`src/inc/rtcc_params.svh`:
```
// Offsets, field positions, reset values and timing counts of the RTC block.
`ifndef RTCC_PARAMS_SVH
`define RTCC_PARAMS_SVH
`define RTCC_ADDR_CAPTURE   8'h00
`define RTCC_ADDR_CONTROL   8'h04
`define RTCC_ADDR_ALARM     8'h08
`define RTCC_ADDR_STATUS    8'h0c
`define RTCC_ADDR_MASK      8'h10
`define RTCC_BIT_OSC_EN     7
`define RTCC_BIT_MCD_EN     6
`define RTCC_BIT_FAIL       5
`define RTCC_BIT_RUN        4
`define RTCC_BIT_AEN        3
`define RTCC_BIT_ALARM      2
`define RTCC_BIT_SET        1
`define RTCC_BIT_CAP        0
`define RTCC_EV_ALARM       0
`define RTCC_EV_FAIL        1
`define RTCC_EV_SET         2
`define RTCC_EV_CAP         3
`define RTCC_RST_CONTROL    8'h00
`define RTCC_RST_WORD       32'h0000_0000
`define RTCC_RST_NIBBLE     4'h0
`define RTCC_RESP_OKAY      2'h0
`define RTCC_RESP_SLVERR    2'h2
`define RTCC_CLK_PERIOD_NS  40
`define RTCC_MCD_TIMEOUT_NS 100000
`define RTCC_MCD_CYCLES \
  ((`RTCC_MCD_TIMEOUT_NS + `RTCC_CLK_PERIOD_NS - 1) / `RTCC_CLK_PERIOD_NS)
`endif

```
`src/inc/rtcc_pkg.sv`:
```
// Types shared by the RTC control block and its bus slave.
`default_nettype none
package rtcc_pkg;
  typedef struct packed {
    logic [7:0]  awaddr;
    logic        awvalid;
    logic [31:0] wdata;
    logic [3:0]  wstrb;
    logic        wvalid;
    logic        bready;
    logic [7:0]  araddr;
    logic        arvalid;
    logic        rready;
  } rtcc_axi_req_type;
  typedef struct packed {
    logic        awready;
    logic        wready;
    logic        bvalid;
    logic [1:0]  bresp;
    logic        arready;
    logic        rvalid;
    logic [31:0] rdata;
    logic [1:0]  rresp;
  } rtcc_axi_rsp_type;
  typedef struct packed {
    logic        wr;
    logic        rd;
    logic [7:0]  waddr;
    logic [7:0]  raddr;
    logic [31:0] wdata;
    logic [3:0]  wstrb;
  } rtcc_acc_type;
  typedef struct packed {
    rtcc_axi_rsp_type rsp;
    logic             aw_got;
    logic             w_got;
    logic             ar_got;
    logic [7:0]       awaddr;
    logic [7:0]       araddr;
    logic [31:0]      wdata;
    logic [3:0]       wstrb;
  } rtcc_slv_type;
  typedef struct packed {
    logic s1;
    logic s2;
  } rtcc_sync_type;
  typedef struct packed {
    logic [7:0]  ctrl;
    logic        autoreset;
    logic [31:0] capture;
    logic [31:0] alarm;
    logic [31:0] timer;
    logic [3:0]  int_st;
    logic [3:0]  int_mask;
    logic        irq;
    logic        osc_prev;
    logic        match_prev;
    logic [11:0] mcd_cnt;
  } rtcc_state_type;
endpackage : rtcc_pkg
`default_nettype wire
```
`src/hw/rtcc_axil.sv`:
```
// AXI4-Lite slave that turns bus transfers into one-cycle register strobes.
`include "rtcc_params.svh"
`default_nettype none
module rtcc_axil (
  input  wire logic                   clk,
  input  wire logic                   rst,
  input  wire logic                   ce,
  input  wire rtcc_pkg::rtcc_axi_req_type req,
  output var  rtcc_pkg::rtcc_axi_rsp_type rsp,
  output var  rtcc_pkg::rtcc_acc_type     acc,
  input  wire logic                   wr_hit,
  input  wire logic                   rd_hit,
  input  wire logic [31:0]            rd_data
);
  localparam rtcc_pkg::rtcc_slv_type SLV_RST = '{
    rsp: '{awready: 1'b1, wready: 1'b1, arready: 1'b1, default: '0},
    default: '0};
  rtcc_pkg::rtcc_slv_type s_r;
  rtcc_pkg::rtcc_slv_type s_nxt;

  // Address and data are caught independently, so either order works.
  always_comb begin
    s_nxt = s_r;
    if (req.awvalid && s_r.rsp.awready) begin
      s_nxt.rsp.awready = 1'b0;
      s_nxt.aw_got      = 1'b1;
      s_nxt.awaddr      = req.awaddr;
    end
    if (req.wvalid && s_r.rsp.wready) begin
      s_nxt.rsp.wready = 1'b0;
      s_nxt.w_got      = 1'b1;
      s_nxt.wdata      = req.wdata;
      s_nxt.wstrb      = req.wstrb;
    end
    if (s_r.aw_got && s_r.w_got) begin
      s_nxt.aw_got     = 1'b0;
      s_nxt.w_got      = 1'b0;
      s_nxt.rsp.bvalid = 1'b1;
      s_nxt.rsp.bresp  = wr_hit ? `RTCC_RESP_OKAY : `RTCC_RESP_SLVERR;
    end
    if (s_r.rsp.bvalid && req.bready) begin
      s_nxt.rsp.bvalid  = 1'b0;
      s_nxt.rsp.awready = 1'b1;
      s_nxt.rsp.wready  = 1'b1;
    end
    if (req.arvalid && s_r.rsp.arready) begin
      s_nxt.rsp.arready = 1'b0;
      s_nxt.ar_got      = 1'b1;
      s_nxt.araddr      = req.araddr;
    end
    if (s_r.ar_got) begin
      s_nxt.ar_got     = 1'b0;
      s_nxt.rsp.rvalid = 1'b1;
      s_nxt.rsp.rdata  = rd_hit ? rd_data : `RTCC_RST_WORD;
      s_nxt.rsp.rresp  = rd_hit ? `RTCC_RESP_OKAY : `RTCC_RESP_SLVERR;
    end
    if (s_r.rsp.rvalid && req.rready) begin
      s_nxt.rsp.rvalid  = 1'b0;
      s_nxt.rsp.arready = 1'b1;
    end
  end

  // Slave state register.
  always_ff @(posedge clk) begin
    if (rst) begin
      s_r <= SLV_RST;
    end else if (ce) begin
      s_r <= s_nxt;
    end
  end

  // Strobes last exactly one enabled cycle because the flags clear then.
  assign rsp = s_r.rsp;
  assign acc = '{wr: s_r.aw_got && s_r.w_got, rd: s_r.ar_got,
                 waddr: s_r.awaddr, raddr: s_r.araddr,
                 wdata: s_r.wdata, wstrb: s_r.wstrb};
endmodule : rtcc_axil
`default_nettype wire

```
`src/hw/rtcc_sync.sv`:
```
// Two-stage synchroniser for a level arriving from outside the clock domain.
`default_nettype none
module rtcc_sync (
  input  wire logic clk,
  input  wire logic rst,
  input  wire logic ce,
  input  wire logic d,
  output var  logic q
);
  rtcc_pkg::rtcc_sync_type s_r;
  rtcc_pkg::rtcc_sync_type s_nxt;

  // Only the second stage is visible, the first may be metastable.
  always_comb begin
    s_nxt.s1 = d;
    s_nxt.s2 = s_r.s1;
  end

  // Both stages clear on reset and freeze while the enable is low.
  always_ff @(posedge clk) begin
    if (rst) begin
      s_r <= '0;
    end else if (ce) begin
      s_r <= s_nxt;
    end
  end

  assign q = s_r.s2;
endmodule : rtcc_sync
`default_nettype wire

```
`src/hw/rtcc_top.sv`:
```
// RTC control register, 32-bit timer, alarm and missing-clock detector.
//
// Our own choice: the AXI4-Lite slave port.
`include "rtcc_params.svh"
`default_nettype none
module rtcc_top #(
  parameter int unsigned MCD_CYCLES = `RTCC_MCD_CYCLES
) (
  input  wire logic                       CORE_CLK,
  input  wire logic                       SYS_RST,
  input  wire logic                       CORE_CE,
  input  wire logic                       OSC_CLK_IN,
  input  wire rtcc_pkg::rtcc_axi_req_type AXI_REQ,
  output var  rtcc_pkg::rtcc_axi_rsp_type AXI_RSP,
  output var  logic                       OSC_ENABLE,
  output var  logic                       MCD_ENABLE,
  output var  logic                       ALARM_EVENT,
  output var  logic                       OSC_FAIL,
  output var  logic                       IRQ
);
  // The detector counter is twelve bits wide and must reach the limit.
  if (MCD_CYCLES < 1 || MCD_CYCLES > 4095) begin : g_chk
    $error("MCD_CYCLES must lie between 1 and 4095.");
  end

  localparam logic [11:0] MCD_FULL = 12'(MCD_CYCLES);
  localparam logic [11:0] MCD_LAST = 12'(MCD_CYCLES - 1);
  localparam rtcc_pkg::rtcc_state_type ST_RST = '{
    ctrl:       `RTCC_RST_CONTROL,
    autoreset:  1'b0,
    capture:    `RTCC_RST_WORD,
    alarm:      `RTCC_RST_WORD,
    timer:      `RTCC_RST_WORD,
    int_st:     `RTCC_RST_NIBBLE,
    int_mask:   `RTCC_RST_NIBBLE,
    irq:        1'b0,
    osc_prev:   1'b0,
    match_prev: 1'b0,
    mcd_cnt:    12'h000};

  rtcc_pkg::rtcc_state_type s_r;
  rtcc_pkg::rtcc_state_type s_nxt;
  rtcc_pkg::rtcc_acc_type   acc;
  logic                     osc_s;
  logic                     tick;
  logic                     edge_any;
  logic                     timeout_hit;
  logic [31:0]              timer_upd;
  logic                     match_nxt;
  logic [3:0]               ev;
  logic                     wr_ctrl;
  logic                     wr_cap;
  logic                     wr_alarm;
  logic                     wr_stat;
  logic                     wr_mask;
  logic                     wr_hit;
  logic                     rd_hit;
  logic [31:0]              rd_data;

  // Byte-lane merge for the word-wide registers.
  function automatic logic [31:0] rtcc_merge(
    input logic [31:0] old,
    input logic [31:0] wd,
    input logic [3:0]  st
  );
    logic [31:0] r;
    r = old;
    for (int i = 0; i < 4; i++) begin
      if (st[i]) begin
        r[8*i +: 8] = wd[8*i +: 8];
      end
    end
    return r;
  endfunction : rtcc_merge

  // The oscillator waveform is asynchronous, so it is synchronised first.
  rtcc_sync u_osc_sync (
    .clk (CORE_CLK),
    .rst (SYS_RST),
    .ce  (CORE_CE),
    .d   (OSC_CLK_IN),
    .q   (osc_s)
  );

  // Bus slave; it answers unmapped addresses with SLVERR.
  rtcc_axil u_axil (
    .clk     (CORE_CLK),
    .rst     (SYS_RST),
    .ce      (CORE_CE),
    .req     (AXI_REQ),
    .rsp     (AXI_RSP),
    .acc     (acc),
    .wr_hit  (wr_hit),
    .rd_hit  (rd_hit),
    .rd_data (rd_data)
  );

  // Address decode for the write strobe.
  assign wr_ctrl  = acc.wr && acc.waddr == `RTCC_ADDR_CONTROL && acc.wstrb[0];
  assign wr_cap   = acc.wr && acc.waddr == `RTCC_ADDR_CAPTURE;
  assign wr_alarm = acc.wr && acc.waddr == `RTCC_ADDR_ALARM;
  assign wr_stat  = acc.wr && acc.waddr == `RTCC_ADDR_STATUS;
  assign wr_mask  = acc.wr && acc.waddr == `RTCC_ADDR_MASK;
  assign wr_hit   = acc.waddr == `RTCC_ADDR_CONTROL ||
                    acc.waddr == `RTCC_ADDR_CAPTURE ||
                    acc.waddr == `RTCC_ADDR_ALARM ||
                    acc.waddr == `RTCC_ADDR_STATUS ||
                    acc.waddr == `RTCC_ADDR_MASK;

  // Read mux; the control byte shows the live alarm flag in bit 2.
  assign rd_hit  = acc.raddr == `RTCC_ADDR_CONTROL ||
                   acc.raddr == `RTCC_ADDR_CAPTURE ||
                   acc.raddr == `RTCC_ADDR_ALARM ||
                   acc.raddr == `RTCC_ADDR_STATUS ||
                   acc.raddr == `RTCC_ADDR_MASK;
  assign rd_data =
    (acc.raddr == `RTCC_ADDR_CONTROL) ? {24'h000000, s_r.ctrl} :
    (acc.raddr == `RTCC_ADDR_CAPTURE) ? s_r.capture :
    (acc.raddr == `RTCC_ADDR_ALARM)   ? s_r.alarm :
    (acc.raddr == `RTCC_ADDR_STATUS)  ? {28'h0000000, s_r.int_st} :
    (acc.raddr == `RTCC_ADDR_MASK)    ? {28'h0000000, s_r.int_mask} :
    `RTCC_RST_WORD;

  // One oscillator cycle is one rising edge, seen only while it is enabled.
  assign edge_any = osc_s != s_r.osc_prev;
  assign tick     = s_r.ctrl[`RTCC_BIT_OSC_EN] && osc_s && !s_r.osc_prev;

  // A stuck level outlasting the limit fires the detector once.
  assign timeout_hit = s_r.ctrl[`RTCC_BIT_MCD_EN] && !edge_any &&
                       s_r.mcd_cnt == MCD_LAST;

  // Next timer value on a tick: a load beats auto-reset beats counting.
  always_comb begin
    if (s_r.ctrl[`RTCC_BIT_SET]) begin
      timer_upd = s_r.capture;
    end else if (!s_r.ctrl[`RTCC_BIT_RUN]) begin
      timer_upd = s_r.timer;
    end else if (s_r.ctrl[`RTCC_BIT_ALARM] && s_r.autoreset) begin
      timer_upd = `RTCC_RST_WORD;
    end else begin
      timer_upd = s_r.timer + 32'h0000_0001;
    end
  end

  // Matching the new value flags the alarm as soon as the timer gets there.
  assign match_nxt = timer_upd == s_r.alarm;

  // Events that set sticky interrupt status bits.
  assign ev[`RTCC_EV_ALARM] = tick && s_r.ctrl[`RTCC_BIT_AEN] && match_nxt &&
                              !s_r.match_prev;
  assign ev[`RTCC_EV_FAIL]  = timeout_hit;
  assign ev[`RTCC_EV_SET]   = tick && s_r.ctrl[`RTCC_BIT_SET];
  assign ev[`RTCC_EV_CAP]   = tick && s_r.ctrl[`RTCC_BIT_CAP];

  // Next state: oscillator-edge work first, then software writes, then the
  // sticky sets, so that a fail or status event is never lost to a clear.
  always_comb begin
    s_nxt = s_r;
    s_nxt.osc_prev = osc_s;
    // Load and capture requests complete on the next oscillator edge.
    if (tick) begin
      s_nxt.timer      = timer_upd;
      s_nxt.match_prev = match_nxt;
      s_nxt.ctrl[`RTCC_BIT_ALARM] = ev[`RTCC_EV_ALARM];
      s_nxt.ctrl[`RTCC_BIT_SET]   = 1'b0;
      s_nxt.ctrl[`RTCC_BIT_CAP]   = 1'b0;
      if (s_r.ctrl[`RTCC_BIT_CAP]) begin
        s_nxt.capture = s_r.timer;
      end
    end
    // Missing-clock counter restarts on every level change.
    if (!s_r.ctrl[`RTCC_BIT_MCD_EN] || edge_any) begin
      s_nxt.mcd_cnt = 12'h000;
    end else if (s_r.mcd_cnt != MCD_FULL) begin
      s_nxt.mcd_cnt = s_r.mcd_cnt + 12'h001;
    end
    // Control byte write.
    if (wr_ctrl) begin
      s_nxt.ctrl[`RTCC_BIT_OSC_EN] = acc.wdata[`RTCC_BIT_OSC_EN];
      s_nxt.ctrl[`RTCC_BIT_MCD_EN] = acc.wdata[`RTCC_BIT_MCD_EN];
      s_nxt.ctrl[`RTCC_BIT_RUN]    = acc.wdata[`RTCC_BIT_RUN];
      s_nxt.ctrl[`RTCC_BIT_AEN]    = acc.wdata[`RTCC_BIT_AEN];
      s_nxt.autoreset = acc.wdata[`RTCC_BIT_ALARM];
      if (!acc.wdata[`RTCC_BIT_AEN]) begin
        s_nxt.ctrl[`RTCC_BIT_ALARM] = 1'b0;
      end
      if (!acc.wdata[`RTCC_BIT_FAIL]) begin
        s_nxt.ctrl[`RTCC_BIT_FAIL] = 1'b0;
      end
      // A zero cannot cancel a pending request; a one starts a new one.
      if (acc.wdata[`RTCC_BIT_SET]) begin
        s_nxt.ctrl[`RTCC_BIT_SET] = 1'b1;
      end
      if (acc.wdata[`RTCC_BIT_CAP]) begin
        s_nxt.ctrl[`RTCC_BIT_CAP] = 1'b1;
      end
    end
    // Word registers honour byte strobes.
    if (wr_cap) begin
      s_nxt.capture = rtcc_merge(s_nxt.capture, acc.wdata, acc.wstrb);
    end
    if (wr_alarm) begin
      s_nxt.alarm = rtcc_merge(s_r.alarm, acc.wdata, acc.wstrb);
    end
    if (wr_mask && acc.wstrb[0]) begin
      s_nxt.int_mask = acc.wdata[3:0];
    end
    if (wr_stat && acc.wstrb[0]) begin
      s_nxt.int_st = s_r.int_st & ~acc.wdata[3:0];
    end
    // Fail and status sets win over any clear in the same cycle.
    if (timeout_hit) begin
      s_nxt.ctrl[`RTCC_BIT_FAIL] = 1'b1;
    end
    s_nxt.int_st = s_nxt.int_st | ev;
    s_nxt.irq    = |(s_nxt.int_st & s_nxt.int_mask);
  end

  // All state freezes while the clock enable is low.
  always_ff @(posedge CORE_CLK) begin
    if (SYS_RST) begin
      s_r <= ST_RST;
    end else if (CORE_CE) begin
      s_r <= s_nxt;
    end
  end

  // Outputs come straight from state flops.
  assign OSC_ENABLE  = s_r.ctrl[`RTCC_BIT_OSC_EN];
  assign MCD_ENABLE  = s_r.ctrl[`RTCC_BIT_MCD_EN];
  assign ALARM_EVENT = s_r.ctrl[`RTCC_BIT_ALARM];
  assign OSC_FAIL    = s_r.ctrl[`RTCC_BIT_FAIL];
  assign IRQ         = s_r.irq;

  // Checks on the control behaviour.
  a_osc_enable_wr: assert property (
    @(posedge CORE_CLK) disable iff (SYS_RST)
    CORE_CE && wr_ctrl |=> OSC_ENABLE == $past(acc.wdata[7]))
    else $error("Oscillator enable did not follow the write.");

  a_mcd_enable_wr: assert property (
    @(posedge CORE_CLK) disable iff (SYS_RST)
    CORE_CE && wr_ctrl |=> MCD_ENABLE == $past(acc.wdata[6]))
    else $error("Detector enable did not follow the write.");

  a_fail_set: assert property (
    @(posedge CORE_CLK) disable iff (SYS_RST)
    CORE_CE && timeout_hit |=> OSC_FAIL)
    else $error("Oscillator fail flag missed a timeout.");

  a_fail_sticky: assert property (
    @(posedge CORE_CLK) disable iff (SYS_RST)
    OSC_FAIL && !(wr_ctrl && !acc.wdata[`RTCC_BIT_FAIL]) |=> OSC_FAIL)
    else $error("Oscillator fail flag cleared without software.");

  a_timer_count: assert property (
    @(posedge CORE_CLK) disable iff (SYS_RST)
    CORE_CE && tick && s_r.ctrl[`RTCC_BIT_RUN] &&
    !s_r.ctrl[`RTCC_BIT_SET] && !(ALARM_EVENT && s_r.autoreset)
    |=> s_r.timer == $past(s_r.timer) + 32'h0000_0001)
    else $error("Running timer did not count on a tick.");

  a_timer_hold: assert property (
    @(posedge CORE_CLK) disable iff (SYS_RST)
    !s_r.ctrl[`RTCC_BIT_RUN] && !s_r.ctrl[`RTCC_BIT_SET]
    |=> s_r.timer == $past(s_r.timer))
    else $error("Stopped timer changed value.");

  a_alarm_fire: assert property (
    @(posedge CORE_CLK) disable iff (SYS_RST)
    CORE_CE && ev[`RTCC_EV_ALARM] && !wr_ctrl |=> ALARM_EVENT)
    else $error("Alarm match did not raise the flag.");

  a_alarm_read: assert property (
    @(posedge CORE_CLK) disable iff (SYS_RST)
    CORE_CE && acc.rd && acc.raddr == `RTCC_ADDR_CONTROL
    |=> AXI_RSP.rvalid && AXI_RSP.rdata[2] == $past(ALARM_EVENT))
    else $error("Control read did not show the alarm flag.");

  a_alarm_wr_keep: assert property (
    @(posedge CORE_CLK) disable iff (SYS_RST)
    CORE_CE && wr_ctrl && !tick && acc.wdata[`RTCC_BIT_AEN]
    |=> ALARM_EVENT == $past(ALARM_EVENT) &&
        s_r.autoreset == $past(acc.wdata[`RTCC_BIT_ALARM]))
    else $error("Write to bit 2 disturbed the alarm flag.");

  a_set_load: assert property (
    @(posedge CORE_CLK) disable iff (SYS_RST)
    CORE_CE && tick && s_r.ctrl[`RTCC_BIT_SET] && !wr_ctrl
    |=> s_r.timer == $past(s_r.capture) && !s_r.ctrl[`RTCC_BIT_SET])
    else $error("Timer load did not complete on the tick.");

  a_alarm_one_tick: assert property (
    @(posedge CORE_CLK) disable iff (SYS_RST)
    CORE_CE && tick && ALARM_EVENT |=> !ALARM_EVENT)
    else $error("Alarm flag outlasted one oscillator cycle.");

  a_alarm_clear: assert property (
    @(posedge CORE_CLK) disable iff (SYS_RST)
    CORE_CE && wr_ctrl && !acc.wdata[`RTCC_BIT_AEN] |=> !ALARM_EVENT)
    else $error("Disabling alarms left the flag set.");

  a_auto_reset: assert property (
    @(posedge CORE_CLK) disable iff (SYS_RST)
    CORE_CE && tick && ALARM_EVENT && s_r.autoreset &&
    s_r.ctrl[`RTCC_BIT_RUN] && !s_r.ctrl[`RTCC_BIT_SET]
    |=> s_r.timer == 32'h0000_0000)
    else $error("Auto-reset did not clear the timer.");

  a_capture_copy: assert property (
    @(posedge CORE_CLK) disable iff (SYS_RST)
    CORE_CE && tick && s_r.ctrl[`RTCC_BIT_CAP] && !wr_cap && !wr_ctrl
    |=> s_r.capture == $past(s_r.timer) && !s_r.ctrl[`RTCC_BIT_CAP])
    else $error("Capture did not copy the timer.");

  a_req_wait: assert property (
    @(posedge CORE_CLK) disable iff (SYS_RST)
    s_r.ctrl[`RTCC_BIT_SET] && !tick |=> s_r.ctrl[`RTCC_BIT_SET])
    else $error("Load request ended without an oscillator edge.");

  a_irq_level: assert property (
    @(posedge CORE_CLK) disable iff (SYS_RST)
    CORE_CE && ev != 4'h0 && (ev & s_r.int_mask) != 4'h0 |=> IRQ)
    else $error("Unmasked event did not raise the interrupt.");
endmodule : rtcc_top
`default_nettype wire

```
`config.mk`:
```
export PLATFORM = sky130hd
export DESIGN_NAME = rtcc_top
export DESIGN_NICKNAME = d
export VERILOG_FILES = /design/src/inc/rtcc_pkg.sv /design/src/hw/rtcc_axil.sv /design/src/hw/rtcc_sync.sv /design/src/hw/rtcc_top.sv
export VERILOG_INCLUDE_DIRS = /design/src /design/src/inc
export SDC_FILE = /design/constraint.sdc
export NUM_CORES = 1
export LEC_CHECK = 0
export BUFFER_PORTS_ARGS = -buffer_cell sky130_fd_sc_hd__buf_2
export CORE_MARGIN = 4
export CORE_UTILIZATION = 50
export CTS_BUF_LIST = sky130_fd_sc_hd__clkbuf_4
export DETAILED_ROUTE_END_ITERATION = 6
export PLACE_DENSITY = 0.66
export SKIP_CTS_REPAIR_TIMING = 1
export SYNTH_ARGS = -nofsm -noshare
export SYNTH_HDL_FRONTEND = slang
export SYNTH_SLANG_ARGS = --single-unit
```
`constraint.sdc`:
```
create_clock -name CORE_CLK -period 6 [get_ports CORE_CLK]
set_clock_uncertainty 0.1 [all_clocks]
set_input_delay 0.9 -clock CORE_CLK [delete_from_list [all_inputs] [get_ports CORE_CLK]]
set_output_delay 0.9 -clock CORE_CLK [all_outputs]
set_load 0.02 [all_outputs]
```
==> Implementation_results.wiki <==
{| class="wikitable"
! Metric !! Value
|-
| Outcome || finished clean
|-
| Chip Width || 162.5 um
|-
| Register-to-register setup slack || 1.32 ns
|-
| Row count || 56
|-
| WP data arrival || 5.19 ns
|-
| Reg-to-Reg Start || s_r[23]
|-
| Cell count of the worst hold path || 3
|-
| Largest net degree at the start of global routing || 108
|-
| Min Clock Period, post-route || 4.675 ns
|-
| Weighted congestion reported at the end of routability-driven placement || 0.9940
|-
| Required time at the endpoint of the critical path || 6.51 ns
|-
| Cells traversed along the worst timing path || ha_1 -> nand4_1 -> or4_1 -> or4_1 -> mux2_2 -> o2111ai_1 -> or4_1 -> nor4_4 -> nand3_2 -> a211oi_1
|-
| Critical register-to-register path endpoint || s_r[19]
|-
| Commonest cells after routing, fill and taps aside || sky130_fd_sc_hd__nand2_1 (340), sky130_fd_sc_hd__dfxtp_1 (223), sky130_fd_sc_hd__nor2_1 (162)
|-
| Number of warnings issued by yosys || 0
|-
| Deepest level of the CTS H-tree || 2
|-
| Final Hold Fails || 0
|-
| Die Height || between 150 and 200 um
|-
| Clk root buf || sky130_fd_sc_hd__clkbuf_4
|-
| Post-synth EDFFs || 0
|-
| Latest clock arrival within the worst-skew pair || 0.70 ns
|-
| Most frequent standard cell in the layout excluding fill and tap cells || sky130_fd_sc_hd__nand2_1
|-
| Cell Count Post-Placement || between 1.5k and 2k
|-
| Initial core utilization || approximately 50%
|-
| Core Box Area || 23,470 sq um
|-
| Worst reg2reg path depth || 10
|-
| Post-synthesis register bit count || 224
|-
| GRT Resource Usage Total || 29.35%
|-
| Dominant register cell in the synthesized netlist || sky130_fd_sc_hd__dfxtp_1
|-
| Count of unique library cells instantiated by Yosys || 76
|-
| Maximum VDD drop || ~170 uV
|-
| Transition at the pin with the smallest max-transition slack || ~1.2 ns
|-
| Final total negative setup slack || 0 ns
|-
| Via count || about 12k
|-
| Worst rel slew slack || 19.79%
|-
| Port Buffers || roughly 100
|-
| Iter 0 DRT Violations || ~1.3k
|-
| Highest cell delay on the worst timing path || ~0.83 ns
|-
| # setup viols final || 0
|-
| Proportion of layout cells with a drive suffix above 1 || 13.96%
|-
| Hold EP || u_axil.acc[0]
|-
| Crit path capture type || flop
|-
| Area added between synthesis and finish || 8.507%
|-
| Clk sink count || 224
|-
| Startpoint types || flop
|-
| Share of the clock period used by the worst path after layout || between 70 and 80%
|-
| Unrepaired setup endpoints after global routing || false
|-
| Final cell count without fillers || 2,010
|-
| TritonCTS clock tree || done
|-
| Deepest clock path buffer count || 3
|-
| TritonRoute pass-1 iters || 6
|-
| Post-detailed-route DRC marker count || 0
|-
| Routed via count divided by cell count || 5.939
|-
| WL/cell || roughly 20 um
|-
| Setup slack after layout || 1.325 ns
|-
| Tightest Hold Check Type || input pin to flop
|-
| Kind of critical path || flop to flop
|-
| Final standard cell utilization of the core || 55.14%
|-
| Worst path most repeated cell || sky130_fd_sc_hd__or4_1
|-
| Remaining global-route overflow || 0
|-
| Startpoint of the tightest hold check path || AXI_REQ[12]
|-
| DPL Wire Length || 27,430 um
|-
| Post-detailed-route count of antenna-violating nets || 0
|-
| Pre-CTS WS || approximately 1.4 ns
|-
| Design Power || 3.015 mW
|-
| Max-Cap Viols || 0
|-
| Max stage delay cell, worst path || sky130_fd_sc_hd__or4_1
|-
| DIE AREA || 26,390 sq um
|-
| Mapped Area || 11,930 sq um
|-
| Average instance area after synthesis || 7.309 sq um
|-
| Instance count of the mapped netlist || 1,632
|-
| Worst-path fanout max || 13
|-
| Ratio of total power to cell area || between 200 and 250 nW/um^2
|-
| Post-detailed-routing wire length || 39,270 um
|-
| Number of CTS-inserted buffers || 60
|-
| Maximum clock frequency || 213.9 MHz
|-
| Number of nets in the layout || 1,710
|-
| Number of pins with negative max-slew slack in the final report || 0
|-
| Clock-pin transition on the worst setup and hold timing paths || about 0.07 ns
|-
| Top-Level Pins || 107
|-
| Seq/Total Area, Yosys || 37.59%
|-
| Wire length of the first global-routing pass || 62,010 um
|-
| Number of antenna violations at the first check in global routing || 1
|-
| Number of global-route vias before repair || approximately 11k
|-
| Static leakage power || 4.748 nW
|-
| Proportion of register bits with asynchronous set or reset after synthesis || 0%
|}
-- cell families after synthesis --
group | Yosys count | synth area share, %
XOR/XNOR | 40 | 2.937
flip-flops | 224 | 37.59
AO/OA/AOI/OAI | 414 | 21.58
adder cells (fa/ha/maj) | 3 | 0.3147
buffers and inverters | 192 | 7.489
other | 1 | 0.03144
AND/OR/NAND/NOR | 733 | 27.91
multiplexers | 25 | 2.150
-- cell usage after synthesis, types with 5 or more instances --
cell type                     n  share of area (%)
sky130_fd_sc_hd__a211oi_1     5               0.31
sky130_fd_sc_hd__a21boi_0     6               0.38
sky130_fd_sc_hd__a21oi_1    143                6.0
sky130_fd_sc_hd__a22o_1      12               0.88
sky130_fd_sc_hd__a22oi_1     23                1.4
sky130_fd_sc_hd__a32oi_1      6               0.44
sky130_fd_sc_hd__and2_1      10               0.52
sky130_fd_sc_hd__and3_1      16               0.84
sky130_fd_sc_hd__and4_1       5               0.37
sky130_fd_sc_hd__buf_1       13               0.41
sky130_fd_sc_hd__buf_2       11               0.46
sky130_fd_sc_hd__buf_4       42                2.6
sky130_fd_sc_hd__clkbuf_1   101                3.2
sky130_fd_sc_hd__dfxtp_1    224                 38
sky130_fd_sc_hd__inv_1       22               0.69
sky130_fd_sc_hd__mux2_2       5               0.47
sky130_fd_sc_hd__mux2i_1     20                1.7
sky130_fd_sc_hd__nand2_1    340                 11
sky130_fd_sc_hd__nand2b_1     8               0.42
sky130_fd_sc_hd__nand3_1     36                1.5
sky130_fd_sc_hd__nand4_1     26                1.4
sky130_fd_sc_hd__nor2_1     162                5.1
sky130_fd_sc_hd__nor2b_1     13               0.68
sky130_fd_sc_hd__nor3_1      58                2.4
sky130_fd_sc_hd__nor3b_1      5               0.31
sky130_fd_sc_hd__nor4_1      16               0.84
sky130_fd_sc_hd__o2111ai_1    5               0.37
sky130_fd_sc_hd__o211ai_1     5               0.31
sky130_fd_sc_hd__o21ai_0    116                4.9
sky130_fd_sc_hd__o221ai_1    27                2.0
sky130_fd_sc_hd__o31ai_1     11               0.69
sky130_fd_sc_hd__o41ai_1      5               0.37
sky130_fd_sc_hd__or3_1        8               0.42
sky130_fd_sc_hd__or4_1        9               0.57
sky130_fd_sc_hd__xnor2_1     21                1.5
sky130_fd_sc_hd__xor2_1      19                1.4
-- stage by stage --
stage | cell area (sq um) | hold WS, ns
final | 12940 | 0.3320
after global routing | 12940 | 0.3013
after CTS | 12940 | 0.2787
after detailed placement | 12200 | 0.3302
after global placement | 12200 | 0.3274
after floorplan | 11930 | 0.3228
-- power breakdown --
part | switching (mW) | internal, mW
Clock | 0.639 | 0.666
Combinational | 0.122 | 0.0502
Sequential | 0.0255 | 1.51
Total | 0.786 | 2.23
-- worst max-delay path, delay by kind of cell, from the launching register on --
kind | cells | cell delay (ns)
compound gates | 2 | 0.34
fa+ha+maj | 1 | 0.29
flops | 1 | 0.55
mux | 1 | 0.24
simple gates | 6 | 3.06
-- area by class of cell --
type,count,area (sq um)
diodes,1,2.502
clock buffers,87,653.1
clock inverters,19,83.83
fillers,2364,10530
inverters,24,90.09
multi-input cells,1217,6578
flip-flops and latches,224,4486
well taps,319,399.1
repair buffers,119,651.9
-- sequential cells by signal (all words and copies together), names as in the netlist --
name / flops
ALARM_EVENT: 1
u_axil.acc: 53
s_r: 123
u_axil.rsp: 39
u_osc_sync.s_nxt: 1
u_axil.s_r: 2
OSC_ENABLE: 1
u_osc_sync.q: 1
IRQ: 1
OSC_FAIL: 1
MCD_ENABLE: 1
-- worst max-delay path by stage --
stage,to,start,depth (start not counted),slack [ns]
after floorplan,IRQ,s_r[24],11,2.49
after global placement,IRQ,s_r[23],10,1.48
after detailed placement,s_r[19],s_r[23],10,1.38
after CTS,s_r[19],s_r[23],10,1.35
after global routing,IRQ,s_r[23],10,0.98
final,s_r[19],s_r[23],10,1.32
-- metal layers --
metal / share of wire, % / wire length [um] / GRT usage, %
met1: 44 / 17260 / 40.10
met2: 44 / 17420 / 45.72
met3: 9.4 / 3701 / 7.720
met4: 2.3 / 895 / 8.958
met5: 0 / 0 / 0
(Power assumes the default switching activity.)
